<file path="src/tw_regs.svh">
// Timing and field constants for the two-wire bus controller
`ifndef TW_REGS_SVH
`define TW_REGS_SVH

`define TW_CLK_NS     4
`define TW_LOW_NS     1300
`define TW_HIGH_NS    1200
`define TW_BUF_NS     1300
`define TW_LOW_CYC    ((`TW_LOW_NS + `TW_CLK_NS - 1) / `TW_CLK_NS)
`define TW_HIGH_CYC   ((`TW_HIGH_NS + `TW_CLK_NS - 1) / `TW_CLK_NS)
`define TW_BUF_CYC    ((`TW_BUF_NS + `TW_CLK_NS - 1) / `TW_CLK_NS)
`define TW_CNT_W      10
`define TW_ACK_IDX    4'h8
`define TW_MSB        7
`define TW_GCALL_ADDR 8'h00

`endif

</file>
<file path="src/tw_pkg.sv">
// Types shared by the two-wire bus controller modules
package tw_pkg;

	typedef enum logic [1:0] {
		TW_OP_START,
		TW_OP_WRITE,
		TW_OP_READ,
		TW_OP_STOP
	} tw_op_type;

	typedef struct packed {
		tw_op_type  op;
		logic [7:0] data;
		logic       last;
	} tw_cmd_type;

	typedef struct packed {
		logic [7:0] data;
		logic       nack;
		logic       arb_lost;
		logic       bus_err;
	} tw_rsp_type;

	typedef struct packed {
		logic scl;
		logic sda;
		logic start_det;
		logic stop_det;
		logic busy;
	} tw_line_type;

endpackage

</file>
<file path="src/tw_timer.sv">
// Reloadable down-counter timing each bus phase
`include "tw_regs.svh"

module tw_timer
	import tw_pkg::*;
(
	input  wire logic                 core_clk,
	input  wire logic                 nrst,
	input  wire logic                 load,
	input  wire logic [`TW_CNT_W-1:0] len,
	output logic                      done
);

	logic [`TW_CNT_W-1:0] cnt;

	// Load wins so a retrigger always restarts the phase
	always_ff @(posedge core_clk or negedge nrst) begin
		if (!nrst) begin
			cnt <= '0;
		end else if (load) begin
			cnt <= len;
		end else if (cnt != '0) begin
			cnt <= cnt - `TW_CNT_W'(1);
		end
	end

	assign done = (cnt == '0) && !load;

endmodule

</file>
<file path="src/tw_line_sync.sv">
// Line synchronisers, Start/Stop detection and bus busy tracking
`include "tw_regs.svh"

module tw_line_sync
	import tw_pkg::*;
(
	input  wire logic  core_clk,
	input  wire logic  nrst,
	input  wire logic  scl_in,
	input  wire logic  sda_in,
	output tw_line_type line
);

	logic [1:0]           scl_ff;
	logic [1:0]           sda_ff;
	logic                 scl_d;
	logic                 sda_d;
	logic                 busy;
	logic [`TW_CNT_W-1:0] free_cnt;
	logic                 start_det;
	logic                 stop_det;

	// Two stages; only stage 1 reads stage 0
	always_ff @(posedge core_clk or negedge nrst) begin
		if (!nrst) begin
			scl_ff <= 2'h3;
			sda_ff <= 2'h3;
			scl_d  <= 1'b1;
			sda_d  <= 1'b1;
		end else begin
			scl_ff <= {scl_ff[0], scl_in};
			sda_ff <= {sda_ff[0], sda_in};
			scl_d  <= scl_ff[1];
			sda_d  <= sda_ff[1];
		end
	end

	// SDA edges while SCL stays high
	assign start_det = scl_d && scl_ff[1] && sda_d && !sda_ff[1];
	assign stop_det  = scl_d && scl_ff[1] && !sda_d && sda_ff[1];

	// Busy from Start until bus-free time after Stop
	always_ff @(posedge core_clk or negedge nrst) begin
		if (!nrst) begin
			busy     <= 1'b0;
			free_cnt <= '0;
		end else if (start_det) begin
			busy     <= 1'b1;
			free_cnt <= '0;
		end else if (stop_det) begin
			free_cnt <= `TW_CNT_W'(`TW_BUF_CYC);
		end else if (free_cnt != '0) begin
			free_cnt <= free_cnt - `TW_CNT_W'(1);
			if (free_cnt == `TW_CNT_W'(1)) begin
				busy <= 1'b0;
			end
		end
	end

	assign line.scl       = scl_ff[1];
	assign line.sda       = sda_ff[1];
	assign line.start_det = start_det;
	assign line.stop_det  = stop_det;
	assign line.busy      = busy;

endmodule

</file>
<file path="src/tw_master.sv">
// Two-wire bus master controller driving the device's SDA and SCL pins
`include "tw_regs.svh"

module tw_master
	import tw_pkg::*;
(
	input  wire logic       core_clk,
	input  wire logic       nrst,
	input  wire logic       cmd_valid,
	output logic            cmd_ready,
	input  wire tw_cmd_type cmd,
	output logic            rsp_valid,
	output tw_rsp_type      rsp,
	output logic            bus_busy,
	output logic            gcall_sent,
	input  wire logic       scl_in,
	output logic            scl_out,
	output logic            scl_oe,
	input  wire logic       sda_in,
	output logic            sda_out,
	output logic            sda_oe
);

	typedef enum logic [3:0] {
		ST_IDLE,
		ST_HOLD,
		ST_RS_PREP,
		ST_START_HI,
		ST_START_FALL,
		ST_BIT_LO,
		ST_BIT_HI,
		ST_STOP_LO,
		ST_STOP_HI,
		ST_STOP_END
	} tw_state_type;

	tw_state_type         state;
	tw_state_type         next_state;
	tw_line_type          line;
	logic                 phase_enter;
	logic                 hi_seen;
	logic                 tmr_load;
	logic                 tmr_done;
	logic [`TW_CNT_W-1:0] tmr_len;
	logic                 wait_hi;
	logic [7:0]           shreg;
	logic [7:0]           next_shreg;
	logic [3:0]           bit_idx;
	logic [3:0]           next_bit_idx;
	logic                 is_read;
	logic                 next_is_read;
	logic                 last;
	logic                 next_last;
	logic                 first_byte;
	logic                 next_first_byte;
	logic                 next_scl_oe;
	logic                 next_sda_oe;
	logic                 next_rsp_valid;
	tw_rsp_type           next_rsp;
	logic                 next_gcall;
	logic                 my_bit;

	// Level this end puts on SDA for a given bit slot
	function automatic logic drive_bit(
		input logic       rd,
		input logic [3:0] idx,
		input logic       lst,
		input logic [7:0] sr
	);
		logic b;
		if (idx == `TW_ACK_IDX) begin
			b = rd ? lst : 1'b1;
		end else begin
			b = rd ? 1'b1 : sr[`TW_MSB];
		end
		return b;
	endfunction

	tw_line_sync u_sync (
		.core_clk (core_clk),
		.nrst     (nrst),
		.scl_in   (scl_in),
		.sda_in   (sda_in),
		.line     (line)
	);

	// Phase timer; reloads while waiting for SCL to go high
	assign wait_hi  = (state == ST_START_HI) || (state == ST_BIT_HI) ||
		(state == ST_STOP_HI);
	assign tmr_load = phase_enter || (wait_hi && !line.scl && !hi_seen);
	assign tmr_len  = ((state == ST_BIT_LO) || (state == ST_RS_PREP) ||
		(state == ST_STOP_LO)) ? `TW_CNT_W'(`TW_LOW_CYC) :
		`TW_CNT_W'(`TW_HIGH_CYC);

	tw_timer u_timer (
		.core_clk (core_clk),
		.nrst     (nrst),
		.load     (tmr_load),
		.len      (tmr_len),
		.done     (tmr_done)
	);

	assign my_bit = drive_bit(is_read, bit_idx, last, shreg);

	// New commands wait for the bus to be free or held by us
	assign cmd_ready = ((state == ST_IDLE) && !line.busy) ||
		(state == ST_HOLD);
	assign bus_busy  = line.busy;

	// Sequencer for Start, bits, acknowledge and Stop
	always_comb begin
		next_state      = state;
		next_scl_oe     = scl_oe;
		next_sda_oe     = sda_oe;
		next_shreg      = shreg;
		next_bit_idx    = bit_idx;
		next_is_read    = is_read;
		next_last       = last;
		next_first_byte = first_byte;
		next_rsp_valid  = 1'b0;
		next_rsp        = rsp;
		next_gcall      = 1'b0;
		case (state)
			ST_IDLE: begin
				next_scl_oe = 1'b0;
				next_sda_oe = 1'b0;
				if (cmd_valid && cmd_ready) begin
					if (cmd.op == TW_OP_START) begin
						next_state = ST_START_HI;
					end else begin
						// Nothing to do without owning the bus
						next_rsp       = '{data: 8'h00, nack: 1'b0,
							arb_lost: 1'b0, bus_err: 1'b1};
						next_rsp_valid = 1'b1;
					end
				end
			end
			ST_HOLD: begin
				// SCL held low stalls the bus between commands
				if (cmd_valid) begin
					next_bit_idx = 4'h0;
					case (cmd.op)
						TW_OP_START: next_state = ST_RS_PREP;
						TW_OP_WRITE: begin
							next_state   = ST_BIT_LO;
							next_shreg   = cmd.data;
							next_is_read = 1'b0;
							if (first_byte && cmd.data == `TW_GCALL_ADDR) begin
								next_gcall = 1'b1;
							end
						end
						TW_OP_READ: begin
							next_state   = ST_BIT_LO;
							next_shreg   = 8'h00;
							next_is_read = 1'b1;
							next_last    = cmd.last;
						end
						default: next_state = ST_STOP_LO;
					endcase
				end
			end
			ST_RS_PREP: begin
				// Release SDA while SCL is still low
				next_sda_oe = 1'b0;
				if (tmr_done) begin
					next_state = ST_START_HI;
				end
			end
			ST_START_HI: begin
				next_scl_oe = 1'b0;
				if (hi_seen && !line.sda) begin
					next_state     = ST_IDLE;
					next_rsp       = '{data: 8'h00, nack: 1'b0,
						arb_lost: 1'b1, bus_err: 1'b0};
					next_rsp_valid = 1'b1;
				end else if (tmr_done) begin
					next_sda_oe = 1'b1;
					next_state  = ST_START_FALL;
				end
			end
			ST_START_FALL: begin
				if (tmr_done) begin
					next_scl_oe     = 1'b1;
					next_first_byte = 1'b1;
					next_state      = ST_HOLD;
					next_rsp        = '0;
					next_rsp_valid  = 1'b1;
				end
			end
			ST_BIT_LO: begin
				// SDA moves one cycle after SCL was pulled low
				if (phase_enter) begin
					next_sda_oe = !my_bit;
				end
				if (tmr_done) begin
					next_state = ST_BIT_HI;
				end
			end
			ST_BIT_HI: begin
				next_scl_oe = 1'b0;
				if (hi_seen && (line.start_det || line.stop_det)) begin
					next_state     = ST_IDLE;
					next_rsp       = '{data: shreg, nack: 1'b0,
						arb_lost: 1'b0, bus_err: 1'b1};
					next_rsp_valid = 1'b1;
				end else if (hi_seen && my_bit && !line.sda && !is_read &&
					bit_idx != `TW_ACK_IDX) begin
					next_state     = ST_IDLE;
					next_rsp       = '{data: shreg, nack: 1'b0,
						arb_lost: 1'b1, bus_err: 1'b0};
					next_rsp_valid = 1'b1;
				end else if (tmr_done || (hi_seen && !line.scl)) begin
					// Another master ending high early shortens it
					next_scl_oe = 1'b1;
					if (bit_idx == `TW_ACK_IDX) begin
						next_state      = ST_HOLD;
						next_first_byte = 1'b0;
						next_rsp        = '{data: shreg, nack: line.sda,
							arb_lost: 1'b0, bus_err: 1'b0};
						next_rsp_valid  = 1'b1;
					end else begin
						next_shreg   = {shreg[6:0], line.sda};
						next_bit_idx = bit_idx + 4'h1;
						next_state   = ST_BIT_LO;
					end
				end
			end
			ST_STOP_LO: begin
				next_sda_oe = 1'b1;
				if (tmr_done) begin
					next_state = ST_STOP_HI;
				end
			end
			ST_STOP_HI: begin
				next_scl_oe = 1'b0;
				if (tmr_done) begin
					next_sda_oe = 1'b0;
					next_state  = ST_STOP_END;
				end
			end
			default: begin
				if (tmr_done) begin
					next_state     = ST_IDLE;
					next_rsp       = '0;
					next_rsp_valid = 1'b1;
				end
			end
		endcase
	end

	// State register and phase entry pulse
	always_ff @(posedge core_clk or negedge nrst) begin
		if (!nrst) begin
			state       <= ST_IDLE;
			phase_enter <= 1'b0;
		end else begin
			state       <= next_state;
			phase_enter <= (next_state != state);
		end
	end

	// SCL seen high in the current phase
	always_ff @(posedge core_clk or negedge nrst) begin
		if (!nrst) begin
			hi_seen <= 1'b0;
		end else if (next_state != state) begin
			hi_seen <= 1'b0;
		end else if (wait_hi && line.scl) begin
			hi_seen <= 1'b1;
		end
	end

	// Byte shifter and slot bookkeeping
	always_ff @(posedge core_clk or negedge nrst) begin
		if (!nrst) begin
			shreg      <= 8'h00;
			bit_idx    <= 4'h0;
			is_read    <= 1'b0;
			last       <= 1'b0;
			first_byte <= 1'b0;
		end else begin
			shreg      <= next_shreg;
			bit_idx    <= next_bit_idx;
			is_read    <= next_is_read;
			last       <= next_last;
			first_byte <= next_first_byte;
		end
	end

	// Open-drain enables; the pin only ever pulls low
	always_ff @(posedge core_clk or negedge nrst) begin
		if (!nrst) begin
			scl_oe <= 1'b0;
			sda_oe <= 1'b0;
		end else begin
			scl_oe <= next_scl_oe;
			sda_oe <= next_sda_oe;
		end
	end

	assign scl_out = 1'b0;
	assign sda_out = 1'b0;

	// Answer to each command, one-cycle pulse
	always_ff @(posedge core_clk or negedge nrst) begin
		if (!nrst) begin
			rsp_valid  <= 1'b0;
			rsp        <= '0;
			gcall_sent <= 1'b0;
		end else begin
			rsp_valid  <= next_rsp_valid;
			rsp        <= next_rsp;
			gcall_sent <= next_gcall;
		end
	end

endmodule

</file>
<file path="config.mk">
export PLATFORM = sky130hd
export DESIGN_NAME = tw_master
export DESIGN_NICKNAME = d
export VERILOG_FILES = /design/src/tw_pkg.sv /design/src/tw_timer.sv /design/src/tw_line_sync.sv /design/src/tw_master.sv
export VERILOG_INCLUDE_DIRS = /design/src
export SDC_FILE = /design/constraint.sdc
export NUM_CORES = 1
export LEC_CHECK = 0
export ABC_AREA = 0
export BUFFER_PORTS_ARGS = -buffer_cell sky130_fd_sc_hd__buf_4
export CORE_ASPECT_RATIO = 1.75
export CORE_UTILIZATION = 54
export CTS_CLUSTER_DIAMETER = 80
export DETAILED_ROUTE_END_ITERATION = 8
export PLACE_DENSITY = 0.83
export REMOVE_ABC_BUFFERS = 1
export SLEW_MARGIN = 20
export SYNTH_ARGS = -nofsm -noshare
export SYNTH_HDL_FRONTEND = slang
export SYNTH_SLANG_ARGS = --single-unit
</file>
<file path="constraint.sdc">
create_clock -name core_clk -period 2.4 [get_ports core_clk]
set_clock_uncertainty 0.2 [all_clocks]
set_input_delay 0.12 -clock core_clk [delete_from_list [all_inputs] [get_ports core_clk]]
set_output_delay 0.12 -clock core_clk [all_outputs]
set_load 0.1 [all_outputs]
</file>
Word level (Yosys, flattened, before mapping) --
Cells that the tools add are included.
Storage, ports and cells: register bits after elaboration 63, logic and storage cells 206
Cells by class: $add $sub $neg 3, equal/unequal tests 32, mux-type cells 82, bitwise gates (word level) 1, reductions and logical operators 65
Operators with widths (count):
- $mux W11 | 8
- $mux W4 | 19
- $mux W10 | 5
- $pmux W11 S4 | 1
- $mux W8 | 5
- $pmux W4 S9 | 1
- $mux W1 | 32
- $pmux W8 S2 | 2
- $ne A2 B2 Y1 const B | 10
- $reduce_bool A10 Y1 | 2
- $sub A10 B1 Y10 const B | 2
- $logic_and A1 B1 Y1 | 19
- $eq A4 B3 Y1 const B | 4
- $reduce_and A7 Y1 | 2
- $reduce_bool A2 Y1 | 7
- $reduce_and A6 Y1 | 2
- $eq A10 B1 Y1 const B | 1
- $logic_not A10 Y1 | 1
- $ne A2 B1 Y1 const B | 5
- $reduce_and A3 Y1 | 3
- $eq A4 B2 Y1 const B | 2
- $eq A4 B4 Y1 const B | 2
- $logic_not A1 Y1 | 8
- $logic_not A8 Y1 | 1
- 28 further kinds | 39

Logic depth before layout (Yosys ltp) --
depth after elaboration 15, gate-level depth with buffers 10

Cells and area by module --
From an unflattened synthesis, not the netlist that was laid out.
Second synthesis, totals: cell total of the unflattened synthesis 409, area, all modules 3837.4 um^2
Modules (own cells, without submodules):
- tw_master | times used 1, cells each 261, area each 2351.0 um^2, seq. area each 900.9 um^2
- tw_line_sync | times used 1, cells each 77, area each 839.6 um^2, seq. area each 432.9 um^2
- tw_timer | times used 1, cells each 71, area each 646.9 um^2, seq. area each 250.2 um^2

Least setup slack after synthesis --
No wires, ideal clock.
kind register to output, start point register state[1], end point output cmd_ready, arrival time 3148 ps, setup slack -1068 ps, cell stages (with the launch flop) 4, path buffers 1, cell sequence dfrtp_1 > buf_2 > nor3_1 > a21boi_0
Between the ends: cells in the longest elaborated chain, start to end 3, elaborated cells between the ends (all ways) 4, classes of those cells eq/ne: 1; reduce/logical: 3
Ends and longest elaborated chain:
- from (decl) | RTL line tw_master.sv:37 | tw_state_type state;
- from (signal assigned) | RTL line tw_master.sv:257 | state <= next_state;
- $logic_not A4 Y1 | RTL line tw_master.sv:106 | assign cmd_ready = ((state == ST_IDLE) && !line.busy) ||
- $logic_and A1 B1 Y1 | RTL line tw_master.sv:106
- $logic_or A1 B1 Y1 (*) | RTL line tw_master.sv:106
- to (decl) | RTL line tw_master.sv:10 | output logic cmd_ready,
Mark *: on every way between the ends. The rest lies on a longest branch, timed or not.

Worst setup path in the final report --
start point register u_sync.sda_ff[1], end point register rsp[1] (netlist name)
Between the ends: cells in the longest elaborated chain, start to end 7, elaborated cells between the ends (all ways) 16, classes of those cells eq/ne: 3; mux: 3; reduce/logical: 10
Ends and longest elaborated chain:
- from (decl) | RTL line tw_line_sync.sv:15 | logic [1:0] sda_ff;
- from (signal assigned) | RTL line tw_line_sync.sv:32 | sda_ff <= {sda_ff[0], sda_in};
- $logic_not A1 Y1 | RTL line tw_line_sync.sv:39, tw_master.sv:171, tw_master.sv:206
- $logic_and A1 B1 Y1 (2 in series) | RTL line tw_master.sv:206 | end else if (hi_seen && my_bit && !line.sda && !is_read &&
- $logic_and A1 B1 Y1 (no source line)
- $mux W11 | RTL line tw_master.sv:206
- $mux W11 | RTL line tw_master.sv:201 | if (hi_seen && (line.start_det || line.stop_det)) begin
- $pmux W11 S4 | RTL line tw_master.sv:123 | case (state)
- to (signal assigned) | RTL line tw_master.sv:312 | rsp <= next_rsp;
- to (decl) | RTL line tw_master.sv:13 | output tw_rsp_type rsp,
Several ways; a longest one is shown, not always the timed one. A chain may end at the register's enable or synchronous reset.

==> flow_metrics.py <==
metrics = {
    "outcome": {
        "status": "finished clean",
    },
    "cts": {
        "clk_pin_slew_ps": 50,
        "cts_buffers": 9,
        "cts_max_path_buffers": 2,
        "cts_tree": "built",
        "root_buffer": "clkbuf_16",
        "clock-sinks": 63,
        "cts.htree.levels": 3,
        "clk_latency_ps": 330,
    },
    "floorplan": {
        "num_io_pins": 35,
        "die_w_um": 65.5,
        "die_y_um": 113,
        "initial_core_util_pct": 55.5,
        "std_cell_rows": 40,
        "core_area_sq_um": 6860,
        "dieArea_sq_um": 7400,
    },
    "detailed_routing": {
        "num_vias": 3494,
        "wire_per_inst_um": 18.7,
        "viasPerCell": 6.15,
        "postRouteAntennaNets": 0,
        "drt_wl_total_mm": 10.6,
        "dr.pass1.iters": 5,
        "drtIter0Drc": 243,
        "drc_errors": 0,
    },
    "final_layout": {
        "layout-drive-gt1-share_pct": 28.7,
        "insertedDiodeCount": 0,
        "syn_to_final_growth_pct": 27.3,
        "final_core_util_pct": 70.6,
        "design.final.nets": 503,
        "design_area_sq_um": 4840,
    },
    "critical_path": {
        "reg2regPathDepth": 8,
        "crit_path_start_kind": "register",
        "rr_endpoint": "rsp[1]",
        "timing.rr.start": "u_sync.sda_ff[1]",
        "critPathKind": "reg -> reg",
        "rrSetupSlack_ps": 60,
        "required_ps": 2440,
        "critPathMaxFanout": 8,
        "crit_arrival_ps": 2380,
        "endpoint_kind": "register",
    },
    "yosys": {
        "synth_top_area_share_pct": 37.5,
        "ys.flop_type": "dfrtp_1",
        "synthTopCellsByArea": "dfrtp_1, dfstp_2, a21oi_1",
        "async_reset_ff_share_pct": 100,
        "yosysTopAreaCell": "dfrtp_1",
        "syn_area_sq_um": 3800,
        "synth_cell_types": 74,
        "synth.ff_latch_count": 63,
        "synth_edf_count": 0,
        "avgSynthCellArea_sq_um": 9.44,
        "synthCells": 403,
        "yosysSeqAreaShare_pct": 41.6,
        "yosys_warnings": 0,
    },
    "global_route": {
        "grtUsageTotal_pct": 31.0,
        "antenna_found_initial": 0,
        "grt_max_degree": 64,
        "busiest_layer": "met2",
        "grtUsageMet1_pct": 30.5,
        "grt_pass1_wl_mm": 16.9,
        "grt_util_met3_pct": 8.06,
        "globalRoute.totalOverflow": 0,
        "grt_use_met2_pct": 52.9,
        "grt_pass1_vias": 3565,
    },
    "sta": {
        "finalSetupViolCount": 0,
        "hold_viol": 0,
        "final.min_clock_period_ps": 2340,
        "worst_pin_slew_ps": 807,
        "period_share_pct": 97.4,
        "slew_violations": 0,
        "relSlewSlack_pct": 46.2,
        "max_freq_mhz": 428,
        "hold_ws_ps": 47.9,
        "setup_ws_ps": 61.2,
        "setup_tns_ps": 0,
    },
    "pwr": {
        "p_leak_nw": 2.27,
        "ir_worst_vdd_v": 0.000722,
        "powerDensity_nw_per_um2": 1090,
    },
    "placement": {
        "port_buffers": 32,
        "preCtsSetupSlack_ps": -42.6,
        "place.gp.congestion": 0.982,
        "post-dp-hpwl_mm": 7.68,
        "placed_cell_area_sq_um": 4370,
    },
    "worst_hold_path": {
        "min_to": "shreg[4]",
        "hold_path.class": "in -> reg",
        "hold_depth": 4,
        "worstHoldStart": "cmd[5]",
    },
    "job": {
        "drv_cap": 0,
    },
}
[Yosys cell counts, types with 7 or more instances]
cell type,count
dfrtp_1,57
nor2_1,34
a21oi_1,30
nand2_1,29
inv_1,23
o21ai_0,19
nor3_1,18
mux2i_1,14
nor3b_1,11
a22o_1,9
clkbuf_1,9
buf_2,8
ha_1,8
xor2_1,8
nand2b_1,7
xnor2_1,7
[repair_timing]
| action | 4_1_cts | 5_1_grt |
|---|---|---|
| gates resized for setup | 3 | 16 |
| hold endpoints to repair | 61 | 0 |
| pin swaps | 0 | 7 |
| hold buffers | 8 | 0 |
| buffers inserted | 0 | 3 |
| endpoints found under the setup margin | 3 | 16 |
[how the worst max path moves through the flow]
stage / start / endpoint / slack (ps) / cells after the start
2_1_floorplan: state[2] / cmd_ready / -1240 / 2
3_3_place_gp: u_timer.cnt[1] / sda_oe / 60 / 8
3_5_place_dp: u_timer.cnt[1] / sda_oe / -40 / 8
4_1_cts: bit_idx[0] / rsp[1] / 0.07 / 10
5_1_grt: bit_idx[0] / rsp[1] / -70 / 10
6_report: u_sync.sda_ff[1] / rsp[1] / 60 / 8
[power breakdown]
group	switching, W	leakage [nW]	internal (W)	total [W]
logic	0.00137	1.34	0.000880	0.00225
registers	0.000355	0.786	0.00140	0.00175
clock network	0.000466	0.144	0.000824	0.00129
total	0.00219	2.27	0.00310	0.00529
[layer usage]
metal	routed length, um	part of all wire (%)
met4	854	8.0
met5	0	0
met1	3630	34
met2	5620	53
met3	510	4.8
[cell families after synthesis]
family | after synthesis | synth area share (%)
AOI/OAI and AO/OA | 104 | 19.3
xor gates and xnor gates | 15 | 3.45
adders and majority gates | 8 | 2.63
buffers and inverters | 46 | 5.69
DFF | 63 | 41.6
muxes | 18 | 4.87
other | 1 | 0.0986
and+or+nand+nor | 148 | 22.4
[area by class of cell]
cell class | count | area [sq um]
multi-input combinational | 295 | 2070
fill | 472 | 2010
sequential | 63 | 1590
timing repair buffer | 87 | 689
clock buffer | 10 | 239
tap | 84 | 105
inverter | 23 | 86.3
clock inverter | 6 | 60.1
[cell usage in the layout (no fill, tap or decap), types with 3 or more instances in the layout]
cell type	instances
nor2b_1	6
dfrtp_2	3
dlygate4sd3_1	8
clkbuf_16	9
o21ai_0	18
nor2_1	34
a21o_1	5
mux2i_1	14
inv_1	21
nand2b_1	6
a21boi_0	3
and3_1	6
a22o_1	9
ha_1	7
buf_4	77
clkinv_2	3
nand2_1	29
nand3_1	5
xor2_1	7
dfrtp_1	54
o211ai_1	6
xnor2_1	7
nor3_1	17
or2_2	4
dfstp_2	6
mux2_2	3
a21oi_1	30
nor3b_1	10
nand3b_1	4
[registers in the layout, indices dropped and copies added (netlist names), 2 cells and up]
name and flops:
u_sync.sda_ff 2, u_sync.scl_ff 2, u_timer.cnt 10, state 4
u_sync.free_cnt 10, shreg 8, rsp 11, bit_idx 4
[critical path, stage by stage, from the launching register on]
cell,delay [ps]
dfstp_2,600
and4bb_2,280
mux2i_1,140
buf_4,150
a21oi_1,60
o21a_1,210
a211oi_2,190
buf_4,200
mux2i_1,230
[through the flow]
| step | cells | total power, W |
|---|---|---|
| 6_report | 568 | 0.00529 |
| 5_1_grt | 568 | 0.00556 |
| 4_1_cts | 565 | 0.00522 |
| 3_5_place_dp | 541 | 0.00390 |
| 3_3_place_gp | 541 | 0.00383 |
| 2_1_floorplan | 381 | 0.00316 |
Power figures use the tool's default switching activity.
